File: src/design/dscg_regs.vh
// Register map, field positions and reset values of the clock gate bank
// Function
// RL1: Set gating bit clocks its unit
// RL2: Clear gating bit stops and disables unit
// RL3: Access to gated unit gets bus fault
// RL4: Gating bits reset to zero unless noted
// RL5: Software enables the units it needs
// RL6: Separate run, sleep and deep-sleep sets
// RL7: Sleep sets apply only with auto gating
// RL8: Deep-sleep register at 0x120, reset 0x40
// RL9: Bit 24 gates the CAN controller
// RL10: Bit 16 gates the analog sampler
// RL11: Bit 6 gates hibernation, resets one
// RL12: Bit 3 gates watchdog, resets zero
// RL13: Other bits read zero, writes ignored
// RL14: Deep-sleep set ignored outside deep-sleep
`ifndef DSCG_REGS_VH
`define DSCG_REGS_VH

// System control block base, for reference by the bus fabric
`define DSCG_SYSCTL_BASE 32'h400fe000

// Byte offsets within the system control block
`define DSCG_OFS_RUN_CFG 12'h060
`define DSCG_OFS_RUN_GATE 12'h100
`define DSCG_OFS_SLEEP_GATE 12'h110
`define DSCG_OFS_DEEP_GATE 12'h120
`define DSCG_OFS_IRQ_STAT 12'h180
`define DSCG_OFS_IRQ_MASK 12'h184
`define DSCG_OFS_GATE_STAT 12'h188

// Auto-gating select within the run clock configuration
`define DSCG_BIT_AUTO_GATE 27

// Unit enable positions in every gating register
`define DSCG_BIT_CAN 24
`define DSCG_BIT_ADC 16
`define DSCG_BIT_HIB 6
`define DSCG_BIT_WDT 3

// Full register reset values
`define DSCG_RST_GATE 32'h00000040
`define DSCG_RST_RUN_CFG 32'h00000000

// Gate status layout: effective enables low, mode above
`define DSCG_GSTAT_MODE_LSB 8

`endif

File: src/design/dscg_clk_gate.v
// Glitch-free clock gate for one peripheral unit
`timescale 1ns/1ps
`default_nettype none
module dscg_clk_gate (
  input wire clk,
  input wire rstn,
  input wire enable,
  output wire gatedClk
);

  reg enLow_q;

  // Enable sampled on the falling edge of the clock so the gated pulse is never cut
  always @(negedge clk or negedge rstn) begin
    if (!rstn) begin
      enLow_q <= 1'b0;
    end else begin
      enLow_q <= enable;
    end
  end

  assign gatedClk = clk & enLow_q;

endmodule // dscg_clk_gate
`default_nettype wire

File: src/design/dscg_event_irq.v
// Sticky event status with read-clear and masked interrupt
`timescale 1ns/1ps
`default_nettype none
module dscg_event_irq #(
  parameter N = 4
) (
  input wire mclk,
  input wire rstn,
  input wire [N-1:0] setEvent,
  input wire [N-1:0] clear,
  input wire [N-1:0] mask,
  output wire [N-1:0] status,
  output wire irq
);

  reg [N-1:0] status_q;
  wire [N-1:0] status_d;

  // A new event beats a clear in the same cycle
  assign status_d = (status_q & ~clear) | setEvent;

  always @(posedge mclk or negedge rstn) begin
    if (!rstn) begin
      status_q <= {N{1'b0}};
    end else begin
      status_q <= status_d;
    end
  end

  assign status = status_q;
  // Level output, high while any unmasked bit is set
  assign irq = |(status_q & mask);

endmodule // dscg_event_irq
`default_nettype wire

File: src/design/dscg_bank0.v
// Clock gate bank 0: run, sleep and deep-sleep gating with APB access
//
// Decided for this implementation: the APB register port.
`timescale 1ns/1ps
`default_nettype none
`include "dscg_regs.vh"
module dscg_bank0 #(
  parameter UNITS = 4
) (
  input wire mclk,
  input wire rstn,
  // APB slave
  input wire psel,
  input wire penable,
  input wire pwrite,
  input wire [11:0] paddr,
  input wire [31:0] pwdata,
  output wire [31:0] prdata,
  output wire pready,
  output wire pslverr,
  // Power mode from the power controller, same clock
  input wire sleepNow,
  input wire deepSleepNow,
  // Accesses aimed at each unit: 0 CAN, 1 ADC, 2 HIB, 3 WDT
  input wire [UNITS-1:0] unitSel,
  output wire [UNITS-1:0] unitFault,
  // Unit clocks and enables
  output wire [UNITS-1:0] unitClk,
  output wire [UNITS-1:0] unitEnable,
  output wire [1:0] powerMode,
  output wire irq
);

  // Power modes
  localparam MODE_RUN = 2'h0;
  localparam MODE_SLEEP = 2'h1;
  localparam MODE_DEEP = 2'h2;

  // Unit indexes inside the compact enable vectors
  localparam U_CAN = 0;
  localparam U_ADC = 1;
  localparam U_HIB = 2;
  localparam U_WDT = 3;

  // Configuration, mode and bus answer state
  reg autoGate_q;
  reg autoGate_d;
  reg [UNITS-1:0] runGate_q;
  reg [UNITS-1:0] runGate_d;
  reg [UNITS-1:0] sleepGate_q;
  reg [UNITS-1:0] sleepGate_d;
  reg [UNITS-1:0] deepGate_q;
  reg [UNITS-1:0] deepGate_d;
  reg [UNITS-1:0] irqMask_q;
  reg [UNITS-1:0] irqMask_d;
  reg [1:0] mode_q;
  reg [1:0] mode_d;
  reg [UNITS-1:0] unitEn_q;
  reg [UNITS-1:0] unitEn_d;
  reg [31:0] rdData_q;
  reg [31:0] rdData_d;
  reg rdErr_q;
  reg rdErr_d;
  reg rdStat_q;
  reg rdStat_d;

  // Bus decode and per-unit event nets
  wire setupPhase;
  wire accessPhase;
  wire wrAccess;
  wire rdAccess;
  wire [UNITS-1:0] faultEvent;
  wire [UNITS-1:0] statClear;
  wire [UNITS-1:0] irqStatus;

  // Spread the compact unit vector onto its register bit positions
  function [31:0] expandGate;
    input [3:0] v;
    begin
      expandGate = 32'h00000000;
      expandGate[`DSCG_BIT_CAN] = v[U_CAN]; // see RL9
      expandGate[`DSCG_BIT_ADC] = v[U_ADC]; // see RL10
      expandGate[`DSCG_BIT_HIB] = v[U_HIB]; // see RL11
      expandGate[`DSCG_BIT_WDT] = v[U_WDT]; // see RL12
    end
  endfunction

  // Gather the writable bits; all other bit positions are dropped
  function [3:0] packGate;
    input [31:0] w;
    begin
      packGate[U_CAN] = w[`DSCG_BIT_CAN];
      packGate[U_ADC] = w[`DSCG_BIT_ADC];
      packGate[U_HIB] = w[`DSCG_BIT_HIB];
      packGate[U_WDT] = w[`DSCG_BIT_WDT];
    end
  endfunction

  // Reset value in compact form, taken from the full register value
  localparam [31:0] RST_FULL = `DSCG_RST_GATE; // see RL8
  localparam [3:0] RST_UNITS = {
    RST_FULL[`DSCG_BIT_WDT],
    RST_FULL[`DSCG_BIT_HIB],
    RST_FULL[`DSCG_BIT_ADC],
    RST_FULL[`DSCG_BIT_CAN]
  };

  // APB phase decode; zero wait states, so every access ends in one cycle
  assign setupPhase = psel & ~penable;
  assign accessPhase = psel & penable;
  assign wrAccess = accessPhase & pwrite;
  assign rdAccess = accessPhase & ~pwrite;
  assign pready = 1'b1;

  // Register writes land only on the completing access cycle
  always @* begin
    autoGate_d = autoGate_q;
    runGate_d = runGate_q;
    sleepGate_d = sleepGate_q;
    deepGate_d = deepGate_q;
    irqMask_d = irqMask_q;
    if (wrAccess) begin
      case (paddr)
        `DSCG_OFS_RUN_CFG: begin
          autoGate_d = pwdata[`DSCG_BIT_AUTO_GATE];
        end
        `DSCG_OFS_RUN_GATE: begin
          runGate_d = packGate(pwdata); // see RL6
        end
        `DSCG_OFS_SLEEP_GATE: begin
          sleepGate_d = packGate(pwdata); // see RL6
        end
        `DSCG_OFS_DEEP_GATE: begin
          // Reserved positions are never stored, so they read zero
          deepGate_d = packGate(pwdata); // see RL8 see RL13
        end
        `DSCG_OFS_IRQ_MASK: begin
          irqMask_d = pwdata[UNITS-1:0];
        end
        default: begin
          autoGate_d = autoGate_q;
        end
      endcase
    end
  end

  // Configuration flops; hibernation stays clocked out of reset
  always @(posedge mclk or negedge rstn) begin
    if (!rstn) begin
      autoGate_q <= 1'b0;
      runGate_q <= RST_UNITS; // see RL4 see RL11
      sleepGate_q <= RST_UNITS; // see RL4 see RL11
      deepGate_q <= RST_UNITS; // see RL4 see RL11 see RL12
      irqMask_q <= 4'h0;
    end else begin
      autoGate_q <= autoGate_d;
      runGate_q <= runGate_d;
      sleepGate_q <= sleepGate_d;
      deepGate_q <= deepGate_d;
      irqMask_q <= irqMask_d;
    end
  end

  // Read data captured in the setup cycle so prdata comes from a flop
  always @* begin
    rdData_d = 32'h00000000;
    rdErr_d = 1'b0;
    rdStat_d = 1'b0;
    if (setupPhase && !pwrite) begin
      case (paddr)
        `DSCG_OFS_RUN_CFG: begin
          rdData_d[`DSCG_BIT_AUTO_GATE] = autoGate_q;
        end
        `DSCG_OFS_RUN_GATE: begin
          rdData_d = expandGate(runGate_q);
        end
        `DSCG_OFS_SLEEP_GATE: begin
          rdData_d = expandGate(sleepGate_q);
        end
        `DSCG_OFS_DEEP_GATE: begin
          rdData_d = expandGate(deepGate_q); // see RL13
        end
        `DSCG_OFS_IRQ_STAT: begin
          rdData_d[UNITS-1:0] = irqStatus;
          rdStat_d = 1'b1;
        end
        `DSCG_OFS_IRQ_MASK: begin
          rdData_d[UNITS-1:0] = irqMask_q;
        end
        `DSCG_OFS_GATE_STAT: begin
          rdData_d[UNITS-1:0] = unitEn_q;
          rdData_d[`DSCG_GSTAT_MODE_LSB+1:`DSCG_GSTAT_MODE_LSB] = mode_q;
        end
        default: begin
          rdErr_d = 1'b1;
        end
      endcase
    end else if (setupPhase && pwrite) begin
      // Writes to read-only or unmapped words are refused
      case (paddr)
        `DSCG_OFS_RUN_CFG,
        `DSCG_OFS_RUN_GATE,
        `DSCG_OFS_SLEEP_GATE,
        `DSCG_OFS_DEEP_GATE,
        `DSCG_OFS_IRQ_MASK: begin
          rdErr_d = 1'b0;
        end
        default: begin
          rdErr_d = 1'b1;
        end
      endcase
    end
  end

  // Answer flops; held through the access cycle, zero otherwise
  always @(posedge mclk or negedge rstn) begin
    if (!rstn) begin
      rdData_q <= 32'h00000000;
      rdErr_q <= 1'b0;
      rdStat_q <= 1'b0;
    end else begin
      rdData_q <= rdData_d;
      rdErr_q <= rdErr_d;
      rdStat_q <= rdStat_d;
    end
  end

  // Error shows only in the access cycle; read data idles at zero
  assign prdata = rdData_q;
  assign pslverr = accessPhase & rdErr_q;

  // Clear only the bits software actually saw, so a late event survives
  assign statClear = (rdAccess && rdStat_q) ? rdData_q[UNITS-1:0] :
                     {UNITS{1'b0}};

  // Power mode tracker; deep-sleep takes priority over sleep
  always @* begin
    mode_d = mode_q;
    case (mode_q)
      MODE_RUN: begin
        if (deepSleepNow) begin
          mode_d = MODE_DEEP;
        end else if (sleepNow) begin
          mode_d = MODE_SLEEP;
        end
      end
      MODE_SLEEP: begin
        if (deepSleepNow) begin
          mode_d = MODE_DEEP;
        end else if (!sleepNow) begin
          mode_d = MODE_RUN;
        end
      end
      MODE_DEEP: begin
        // Leaving deep-sleep may drop straight into sleep
        if (!deepSleepNow) begin
          mode_d = sleepNow ? MODE_SLEEP : MODE_RUN;
        end
      end
      default: begin
        mode_d = MODE_RUN;
      end
    endcase
  end

  // Mode register; follows the mode pins one edge later
  always @(posedge mclk or negedge rstn) begin
    if (!rstn) begin
      mode_q <= MODE_RUN;
    end else begin
      mode_q <= mode_d;
    end
  end

  // Mode is visible to the power controller and to software
  assign powerMode = mode_q;

  // Pick the gating set; without auto gating the run set always rules
  always @* begin
    unitEn_d = runGate_q;
    case (mode_q)
      MODE_RUN: begin
        // Deep-sleep set is stored but not applied here
        unitEn_d = runGate_q; // see RL14
      end
      MODE_SLEEP: begin
        // Auto gating off: sleep keeps the run set
        unitEn_d = autoGate_q ? sleepGate_q : runGate_q; // see RL7
      end
      MODE_DEEP: begin
        unitEn_d = autoGate_q ? deepGate_q : runGate_q; // see RL7
      end
      default: begin
        unitEn_d = runGate_q;
      end
    endcase
  end

  // Registered so each enable changes cleanly on one edge
  always @(posedge mclk or negedge rstn) begin
    if (!rstn) begin
      // Run mode out of reset, so start from the run set's value
      unitEn_q <= RST_UNITS; // see RL4
    end else begin
      unitEn_q <= unitEn_d;
    end
  end

  // Units see only the registered enables
  assign unitEnable = unitEn_q; // see RL1 see RL2

  // One clock gate and one fault check per unit
  genvar i;
  generate
    for (i = 0; i < UNITS; i = i + 1) begin : gUnit
      // Falling-edge enable flop starts low, so no clock pulse escapes during reset
      dscg_clk_gate uGate (
        .clk(mclk),
        .rstn(rstn),
        .enable(unitEn_q[i]), // see RL1 see RL2
        .gatedClk(unitClk[i])
      );
      // Unclocked unit cannot answer, so the access faults instead
      assign faultEvent[i] = unitSel[i] & ~unitEn_q[i]; // see RL3
    end
  endgenerate

  // Fault answer is combinational, in the cycle of the access
  assign unitFault = faultEvent; // see RL3 see RL12

  // Each fault is also logged as a sticky interrupt event
  dscg_event_irq #(
    .N(UNITS)
  ) uIrq (
    .mclk(mclk),
    .rstn(rstn),
    .setEvent(faultEvent),
    .clear(statClear),
    .mask(irqMask_q),
    .status(irqStatus),
    .irq(irq)
  );

endmodule // dscg_bank0
`default_nettype wire

File: config.mk
export PLATFORM = sky130hd
export DESIGN_NAME = dscg_bank0
export DESIGN_NICKNAME = d
export VERILOG_FILES = /design/src/design/dscg_clk_gate.v /design/src/design/dscg_event_irq.v /design/src/design/dscg_bank0.v
export VERILOG_INCLUDE_DIRS = /design/src /design/src/design
export SDC_FILE = /design/constraint.sdc
export NUM_CORES = 1
export LEC_CHECK = 0
export ABC_AREA = 1
export BUFFER_PORTS_ARGS = -buffer_cell sky130_fd_sc_hd__buf_4
export CORE_MARGIN = 2
export CORE_UTILIZATION = 44
export DETAILED_ROUTE_END_ITERATION = 10
export GPL_ROUTABILITY_DRIVEN = 1
export HOLD_SLACK_MARGIN = 0.05
export PLACE_DENSITY = 0.75
export RECOVER_POWER = 100
export SLEW_MARGIN = 10
export SYNTH_ARGS = -nofsm -noshare
export SYNTH_HDL_FRONTEND = slang
export SYNTH_SLANG_ARGS = --single-unit
export TNS_END_PERCENT = 5
File: constraint.sdc
create_clock -name mclk -period 1.4 [get_ports mclk]
set_input_delay 0.14 -clock mclk [delete_from_list [all_inputs] [get_ports mclk]]
set_output_delay 0.14 -clock mclk [all_outputs]
set_load 0.02 [all_outputs]
==> results of run 1 <==
-- synthesized netlist by cell type (6+ instances only) --
| master | count |
|---|---|
| buf_4 | 31 |
| nor2_1 | 31 |
| nand3_1 | 16 |
| o21ai_0 | 20 |
| inv_1 | 47 |
| inv_2 | 8 |
| nand2_1 | 63 |
| nand2_2 | 9 |
| o21ai_1 | 20 |
| dfrtp_1 | 35 |
| nor2_4 | 6 |
| nor2_2 | 8 |
-- layout make-up --
class	count	area share (%)
clock buffers	17	6.21
clock inverters	4	0.457
multi-input cells	224	35.5
repair buffers	76	16.2
well taps	75	2.86
flip-flops and latches	43	32.9
inverters	51	5.83
-- sequential cells by signal, summed over array words and instances (netlist names) --
signal,flops
gUnit.uGate.enLow_q,4
unitEnable,4
sleepGate_q,4
prdata,10
uIrq.status,4
deepGate_q,4
rdErr_q,1
powerMode,2
autoGate_q,1
rdStat_q,1
irqMask_q,4
runGate_q,4
-- layout by cell type (no fill, tap or decap), drive strengths merged, types with 14 or more instances in the layout --
master,netlist,final
nor2,46,46
o21ai,43,43
inv,55,55
buf,32,46
nand2,73,73
dlygate4sd3,0,14
clkbuf,0,33
dfrtp,35,35
nand3,20,20
conb,2,23
-- timing repair --
item,4_1_cts,5_1_grt
hold buffers,14,0
pin swaps,3,0
gates cloned,0,0
hold endpoints to repair,53,0
setup endpoints to repair,11,14
gates resized for setup,7,5
-- cell families (layout without fill, tap and decap cells) --
family,after synthesis,after routing
and+or+nand+nor,149,149
buffers and inverters,87,148
AOI/OAI and AO/OA,48,48
DFF,43,43
adders and majority gates,4,4
other,2,23
-- metrics by stage --
stage	setup TNS [ps]	instance area (um^2)	setup WS [ps]
finish	-2170	3280	-467
global route	-5380	3280	-519
CTS	-1960	3350	-488
detailed placement	-123	3030	-28.6
global placement	-31.7	3030	-9.30
floorplan	-25.9	2690	-7.45
-- power breakdown --
group / leakage [nW] / switching (mW) / internal (mW) / total (mW)
registers: 0.562 / 0.0180 / 1.27 / 1.29
clock network: 0.149 / 0.469 / 0.706 / 1.17
logic: 0.892 / 0.486 / 0.281 / 0.767
-- worst min-delay path, delay by kind of cell --
kind	cells	cell delay (ps)
buffers and inverters	1	90
and+or+nand+nor	3	220
-- final timing paths --
check	from	endpoint	slack, ps
max reg2reg	powerMode[1]	powerMode[0]	10
min	paddr[10]	prdata[27]	80
max in group asynchronous	rstn	gUnit[3].uGate.enLow_q	-50
min reg2reg	runGate_q[2]	runGate_q[2]	480
min in group asynchronous	rstn	prdata[2]	370
max	gUnit[1].uGate.enLow_q	unitClk[1]	-470
-- per-layer routing --
layer	up-vias	GRT usage [%]	wire, um	part of all wire [%]
met5	-	0	0	0
met4	0	9.49	40	0.68
met3	7	6.11	328	5.6
met2	75	33.5	3050	52
met1	1047	20.5	2460	42
li1	1148	-	-	-
==> results.py, run 1 <==
metrics = {
    "synth": {
        "ys_seq_area_share_pct": 41.3,
        "synth_compound_area_share_pct": 10.0,
        "synth_top_family_by_area": "simple AND/OR/NAND/NOR gates",
        "yosys-top-cells-area": "dfrtp_1, nand2_1, buf_4",
        "ys_async_sr_fraction_pct": 100,
        "yosysTopAreaCell": "dfrtp_1",
        "synthSimpleGateAreaFrac_pct": 28.9,
        "synth-xor-area-share_pct": 0,
        "synthCells": 333,
        "ys.flop_type": "dfrtp_1",
        "ys_ff_latch": 43,
        "synth.area.mux_share_pct": 0,
        "syn-cell-area_mm2": 0.00262,
        "yosysWarnings": 0,
        "synthAdderAreaFrac_pct": 1.91,
        "avgSynthCellArea_um2": 7.85,
        "ys_types": 30,
        "synth_edf_count": 0,
        "synth_top_area_share_pct": 33.5,
    },
    "hold_path": {
        "worstHoldPathCells": 4,
        "hp-class": "in -> reg",
    },
    "timing": {
        "rsz0062_at_grt": "true",
        "drv_slew": 0,
        "layout_setup_ws_ps": -467,
        "slew_headroom_pct": 48.2,
        "tightestPinTransition_ps": 778,
        "finalSetupViolCount": 17,
        "hold_violations": 0,
        "fin_hold_ws_ps": 83.2,
        "fin_worst_skew_ps": 20.1,
    },
    "route": {
        "drt_pass1_iterations": 4,
        "drc": 0,
        "via_per_inst": 4.65,
        "wirelength_um": 5880,
        "drt-wirelength-per-cell_um": 12.0,
        "drtIter0Drc": 112,
        "ant_nets": 0,
        "vias": 2277,
    },
    "global_routing": {
        "grt_pass1_vias": 2264,
        "antenna_found_initial": 0,
        "grt_overflow": 0,
        "grt_pass1_wl_um": 9400,
        "track_usage_pct": 19.0,
        "grt_max_degree": 30,
    },
    "place": {
        "io_buffers": 56,
        "dpl.cell_count": 463,
        "dp_hpwl_um": 4440,
        "gp_congestion": 0.833,
    },
    "power": {
        "ir_drop_mv": 0.787,
        "power.total_mw": 3.23,
        "powerDensity_mw_per_mm2": 984,
        "leakagePower_nw": 1.60,
    },
    "critical_path": {
        "worstSetupPathType": "reg -> out",
        "setup.worst_path.start_class": "flip-flop",
        "crit_slowest_cell": "dfrtn_1",
        "required_ps": 1260,
        "max_stage_delay_ps": 390,
        "cp_max_fo": 1,
        "path_depth": 3,
        "cp-end-kind": "output pin",
        "path_cells": "nand2_1, inv_1, buf_6",
        "critPathTopFamily": "flip-flops",
        "worst-path-buf-inv": 2,
        "crit_arrival_ps": 1730,
        "r2r_cells": 5,
    },
    "floorplanning": {
        "core_area_mm2": 0.00582,
        "die_width_um": 81.1,
        "fp-row-count": 28,
        "die_h_um": 81.1,
        "start_util_pct": 45.0,
        "ios": 104,
        "die_area_mm2": 0.00658,
    },
    "finish": {
        "final_cells": 490,
        "utilization_pct": 56.4,
        "fillers": 571,
        "nNetsFinal": 472,
        "antennaDiodeCount": 0,
        "drive_gt1_share_pct": 26.3,
        "ff_latch_area_mm2": 0.00108,
        "multi_input_area_mm2": 0.00116,
        "syn2layout_area_growth_pct": 25.5,
    },
    "run_status": {
        "violations": "setup timing",
        "status": "finished with violations",
    },
    "job": {
        "cap_violations": 0,
    },
    "cts": {
        "clk_pin_slew_worst_paths_ps": 70,
        "cts_tree": "yes",
        "cts_setup_buffers": 0,
        "clk_latency_ps": 410,
    },
}
Note: power is estimated with default switching activity, not from simulation.
==> run 2, diff against run 1 <==
PLACE_DENSITY = 0.77   (was 0.75)
==> results.py, run 2 (synthesized netlist as in run 1, its figures left out) <==
metrics = {
    "run_status": {
        "status": "finished with violations",
        "violations": "setup timing",
    },
    "floorplanning": {
        "die_h_um": 81.1,
        "die_width_um": 81.1,
        "core_area_mm2": 0.00582,
        "ios": 104,
        "fp-row-count": 28,
        "start_util_pct": 45.0,
        "die_area_mm2": 0.00658,
    },
    "power": {
        "powerDensity_mw_per_mm2": 986,
        "ir_drop_mv": 0.893,
        "leakagePower_nw": 1.60,
    },
    "global_routing": {
        "grt_pass1_vias": 2221,
        "grt_pass1_wl_um": 9360,
        "grt_overflow": 0,
        "antenna_found_initial": 0,
        "track_usage_pct": 18.9,
        "grt_max_degree": 30,
    },
    "route": {
        "drtIter0Drc": 123,
        "drt-wirelength-per-cell_um": 11.4,
        "via_per_inst": 4.60,
        "vias": 2251,
        "drc": 0,
        "wirelength_um": 5590,
        "drt_pass1_iterations": 4,
        "ant_nets": 0,
    },
    "finish": {
        "drive_gt1_share_pct": 26.1,
        "antennaDiodeCount": 0,
        "utilization_pct": 56.3,
        "largest_reg_flops": 10,
        "final_cell_mix": "nand2_1, inv_1, buf_4, dfrtp_1, nor2_1",
        "final_common_cell": "nand2_1",
        "nNetsFinal": 471,
        "fillers": 579,
        "syn2layout_area_growth_pct": 25.3,
    },
    "critical_path": {
        "setup.worst_path.start_class": "flip-flop",
        "cp_max_fo": 1,
        "r2r_cells": 5,
        "required_ps": 1260,
        "crit_arrival_ps": 1720,
        "cp-end-kind": "output pin",
        "regToRegEndpoint": "unitEnable[2]",
        "reg2reg_from": "powerMode[0]",
        "worstSetupPathType": "reg -> out",
        "r2r_setup_slack_ps": 90,
    },
    "timing": {
        "layout_setup_ws_ps": -461,
        "rsz0062_at_grt": "true",
        "tightestPinTransition_ps": 760,
        "hold_violations": 0,
        "slew_headroom_pct": 49.4,
        "drv_slew": 0,
        "finalSetupViolCount": 15,
        "fin_hold_ws_ps": 58.5,
        "fin_worst_skew_ps": 17.1,
    },
    "cts": {
        "clk_pin_slew_worst_paths_ps": 80,
        "clk_latency_ps": 420,
        "cts_tree": "yes",
    },
    "place": {
        "gp_congestion": 0.851,
        "io_buffers": 56,
        "dp_hpwl_um": 4200,
    },
    "hold_path": {
        "worstHoldPathCells": 3,
        "whs_endpoint": "runGate_q[3]",
        "holdCritStartpoint": "pwdata[3]",
        "hp-class": "in -> reg",
    },
    "job": {
        "cap_violations": 0,
    },
}
## run 2: stage by stage
step                      setup slack (ps)  cell area, um^2  power (mW)  std cells  TNS, ps
after global placement               -10.8             3020        1.99        462    -32.1
after floorplan                      -7.45             2690        1.77        354    -25.9
after detailed placement             -42.2             3020        2.01        462     -117
final                                 -461             3280        3.23        489    -2000
after global routing                  -506             3280        3.41        489    -5270
after CTS                             -470             3350        3.25        489    -1920
## run 2: what timing repair did
item                                    CTS  global route
hold endpoints to repair                 53             0
hold buffers                             14             0
pin swaps                                 4             0
resized for setup                         8             7
setup buffers                             0             0
endpoints found under the setup margin   11            15
## run 2: layout make-up
class                   count  area, um^2  share of cell area [%]
clock buffers              16         200                    6.11
flip-flops and latches     43        1080                    33.0
inverters                  51         191                    5.84
multi-input cells         224        1160                    35.6
repair buffers             75         522                    15.9
well taps                  75        93.8                    2.86
clock inverters             5        22.5                   0.688
## run 2: critical path: stages (launching register included)
cell	delay, ps
dfrtn_1	390
nand2_1	50
inv_1	60
buf_6	110
## run 2: worst max path at each step
stage               depth (start not counted)              startpoint           end  slack, ps
CTS                                         3  gUnit[3].uGate.enLow_q    unitClk[3]       -470
global route                                3  gUnit[1].uGate.enLow_q    unitClk[1]       -510
floorplan                                   3  gUnit[1].uGate.enLow_q    unitClk[1]         -7
global placement                            3  gUnit[2].uGate.enLow_q    unitClk[2]        -10
detailed placement                          5            powerMode[0]  powerMode[1]        -40
finish                                      3  gUnit[3].uGate.enLow_q    unitClk[3]       -460
## run 2: metal layers
layer	GRT usage (%)	part of all wire, %	vias to the layer above
met5	0	0	-
met4	8.14	1.0	0
met3	5.56	4.8	8
li1	-	-	1143
met1	22.4	44	1042
met2	32.0	50	58
## run 2: power breakdown
| group | leakage (nW) | switching [mW] | internal, mW | total (mW) |
|---|---|---|---|---|
| combinational | 0.888 | 0.469 | 0.272 | 0.741 |
| sequential | 0.562 | 0.0191 | 1.27 | 1.29 |
| clock | 0.147 | 0.497 | 0.704 | 1.20 |
| total | 1.60 | 0.985 | 2.25 | 3.23 |
==> run 3, diff against run 2 <==
--- a/config.mk
+++ b/config.mk
@@ -8,6 +8,6 @@
 export LEC_CHECK = 0
-export ABC_AREA = 1
+export ABC_AREA = 0
 export BUFFER_PORTS_ARGS = -buffer_cell sky130_fd_sc_hd__buf_4
 export CORE_MARGIN = 2
-export CORE_UTILIZATION = 44
+export CORE_UTILIZATION = 43
 export DETAILED_ROUTE_END_ITERATION = 10
@@ -15,3 +15,3 @@
 export HOLD_SLACK_MARGIN = 0.05
-export PLACE_DENSITY = 0.77
+export PLACE_DENSITY = 0.78
 export RECOVER_POWER = 100
==> constraint.sdc (replaced) <==
create_clock -name mclk -period 1.4 [get_ports mclk]
set_input_delay 0.21 -clock mclk [delete_from_list [all_inputs] [get_ports mclk]]
set_output_delay 0.21 -clock mclk [all_outputs]
set_load 0.02 [all_outputs]
==> results.py, run 3 <==
metrics = {
    "timing": {
        "hold_violations": 0,
        "slew_headroom_pct": 61.1,
        "setup_tns_ps": -3010,
        "finalSetupViolCount": 25,
        "tightestPinTransition_ps": 583,
        "fin_worst_skew_ps": 18.3,
        "layout_setup_ws_ps": -568,
        "rsz0062_at_grt": "true",
        "drv_slew": 0,
    },
    "synth": {
        "ys_seq_area_share_pct": 46.1,
        "synth_common_cells": "dfrtp_1, buf_4, mux2_2",
        "ys_ff_latch": 43,
        "ys_types": 45,
        "ys_async_sr_fraction_pct": 100,
        "yosysWarnings": 0,
        "yosysTopAreaCell": "dfrtp_1",
        "synth_top_area_share_pct": 37.3,
        "synth_edf_count": 0,
        "yosysMostFrequentCell": "dfrtp_1",
        "ys.flop_type": "dfrtp_1",
        "avgSynthCellArea_um2": 10.9,
        "synthCells": 215,
        "syn-cell-area_mm2": 0.00235,
        "yosys-top-cells-area": "dfrtp_1, buf_4, mux2_2",
    },
    "floorplanning": {
        "start_util_pct": 45.4,
        "die_h_um": 77.9,
        "core_area_mm2": 0.00517,
        "die_width_um": 77.9,
        "fp-row-count": 26,
        "ios": 104,
        "die_area_mm2": 0.00606,
    },
    "finish": {
        "final_cell_mix": "buf_4, dfrtp_1, conb_1, mux2_2",
        "antennaDiodeCount": 0,
        "syn2layout_area_growth_pct": 29.9,
        "drive_gt1_share_pct": 40.1,
        "nNetsFinal": 356,
        "final_area_mm2": 0.00305,
        "utilization_pct": 58.9,
        "largest_reg_flops": 10,
        "final_common_cell": "buf_4",
    },
    "route": {
        "via_per_inst": 4.92,
        "drc": 0,
        "drtIter0Drc": 91,
        "wirelength_um": 5470,
        "drt-wirelength-per-cell_um": 14.8,
        "vias": 1817,
        "ant_nets": 0,
        "drt_pass1_iterations": 4,
    },
    "cts": {
        "cts_tree": "yes",
        "clk_pin_slew_worst_paths_ps": 80,
        "clk_latency_ps": 430,
    },
    "critical_path": {
        "r2r_setup_slack_ps": -90,
        "worstSetupPathType": "reg -> out",
        "cp-end-kind": "output pin",
        "required_ps": 1190,
        "worst-path-buf-inv": 1,
        "path_cells": "and2_4, buf_6",
        "crit_arrival_ps": 1760,
        "setup.worst_path.start_class": "flip-flop",
        "cp_max_fo": 1,
        "max_stage_delay_ps": 390,
        "crit_slowest_cell": "dfrtn_1",
        "critPathTopFamily": "flip-flops",
    },
    "power": {
        "p_clk_share_pct": 35.7,
        "powerDensity_mw_per_mm2": 1100,
        "switching_share_pct": 30.7,
        "p_seq_share_pct": 38.6,
        "leakagePower_nw": 1.45,
        "ir_drop_mv": 0.738,
        "p_comb_share_pct": 25.7,
        "p_int_mw": 2.32,
        "switchingPower_mw": 1.03,
    },
    "place": {
        "gp_congestion": 0.816,
        "place_area_mm2": 0.00284,
        "io_buffers": 56,
        "dp_hpwl_um": 3970,
    },
    "run_status": {
        "violations": "setup timing",
        "status": "finished with violations",
    },
    "global_routing": {
        "grt_pass1_vias": 1816,
        "grt_overflow": 0,
        "grt_max_degree": 33,
        "track_usage_pct": 19.3,
        "antenna_found_initial": 0,
        "grt_pass1_wl_um": 8780,
    },
    "job": {
        "cap_violations": 0,
    },
    "hold_path": {
        "hp-class": "in -> reg",
    },
}
run 3: cell count changes after synthesis, moves of 7 or more:
cell	change
nand2_1	-50
nand2_2	-9
mux2i_1	+7
nand3_1	-15
nor2_2	-8
nor2_1	-12
inv_2	-8
o21ai_0	-14
mux2_2	+20
o21ai_1	-20
a22oi_1	+8
inv_1	-44
run 3: cell families after synthesis:
group,synth area share [%]
mux,12.6
simple gates,18.6
flops,46.1
other cells,0.320
compound gates,8.32
fa+ha+maj,2.13
buf+inv,11.9
run 3: final timing paths:
path | cells past startpoint | from | endpoint
min in group asynchronous | 2 | rstn | uIrq.status[3]
min | 3 | psel | rdErr_q
max | 2 | gUnit[2].uGate.enLow_q | unitClk[2]
max reg2reg | 6 | powerMode[1] | powerMode[0]
max in group asynchronous | 2 | rstn | gUnit[0].uGate.enLow_q
min reg2reg | 1 | uIrq.status[2] | uIrq.status[2]
run 3: power by group through the flow:
stage / clock (mW) / combinational [mW] / sequential (mW)
5_1_grt: 1.28 / 0.936 / 1.30
3_5_place_dp: 0.00177 / 0.763 / 1.31
3_3_place_gp: 0.00177 / 0.736 / 1.31
4_1_cts: 1.20 / 0.825 / 1.29
6_report: 1.19 / 0.860 / 1.29
2_1_floorplan: 0.00177 / 0.393 / 1.35
run 3: what timing repair did:
action	CTS	global route
endpoints found under the setup margin	17	21
pin swaps	3	5
resized for setup	13	19
buffers inserted	0	0
gates cloned	0	0
endpoints found under the hold margin	42	0
hold buffers	7	0
run 3: final cells by class:
type | count | area (um^2)
Timing Repair Buffer | 83 | 581
Multi-Input combinational cell | 153 | 1090
Inverter | 3 | 11.3
Tap cell | 70 | 87.6
Clock buffer | 16 | 191
Clock inverter | 1 | 5.00
Sequential cell | 43 | 1080
Fill cell | 453 | 2130
run 3: routing by layer:
| layer | wire length, um | global-route usage (%) |
|---|---|---|
| met5 | 0 | 0 |
| met3 | 381 | 7.33 |
| met2 | 2750 | 29.0 |
| met1 | 2230 | 23.8 |
| met4 | 116 | 10.5 |
run 3: worst register-to-register path: stages, from the launching register on:
cell     delay [ps]
dfrtp_1         380
inv_2            70
ha_1            230
mux2i_1         140
nor2_1           60
a21oi_2         140
mux2_2          350
run 3: metrics by stage:
step | hold slack [ps] | worst slack, ps | std cells | total power, mW
2_1_floorplan | -85.6 | -304 | 236 | 1.75
3_3_place_gp | 53.1 | -379 | 349 | 2.05
3_5_place_dp | 52.0 | -411 | 349 | 2.08
4_1_cts | 54.6 | -567 | 369 | 3.31
5_1_grt | 57.1 | -610 | 369 | 3.51
6_report | 64.3 | -568 | 369 | 3.35
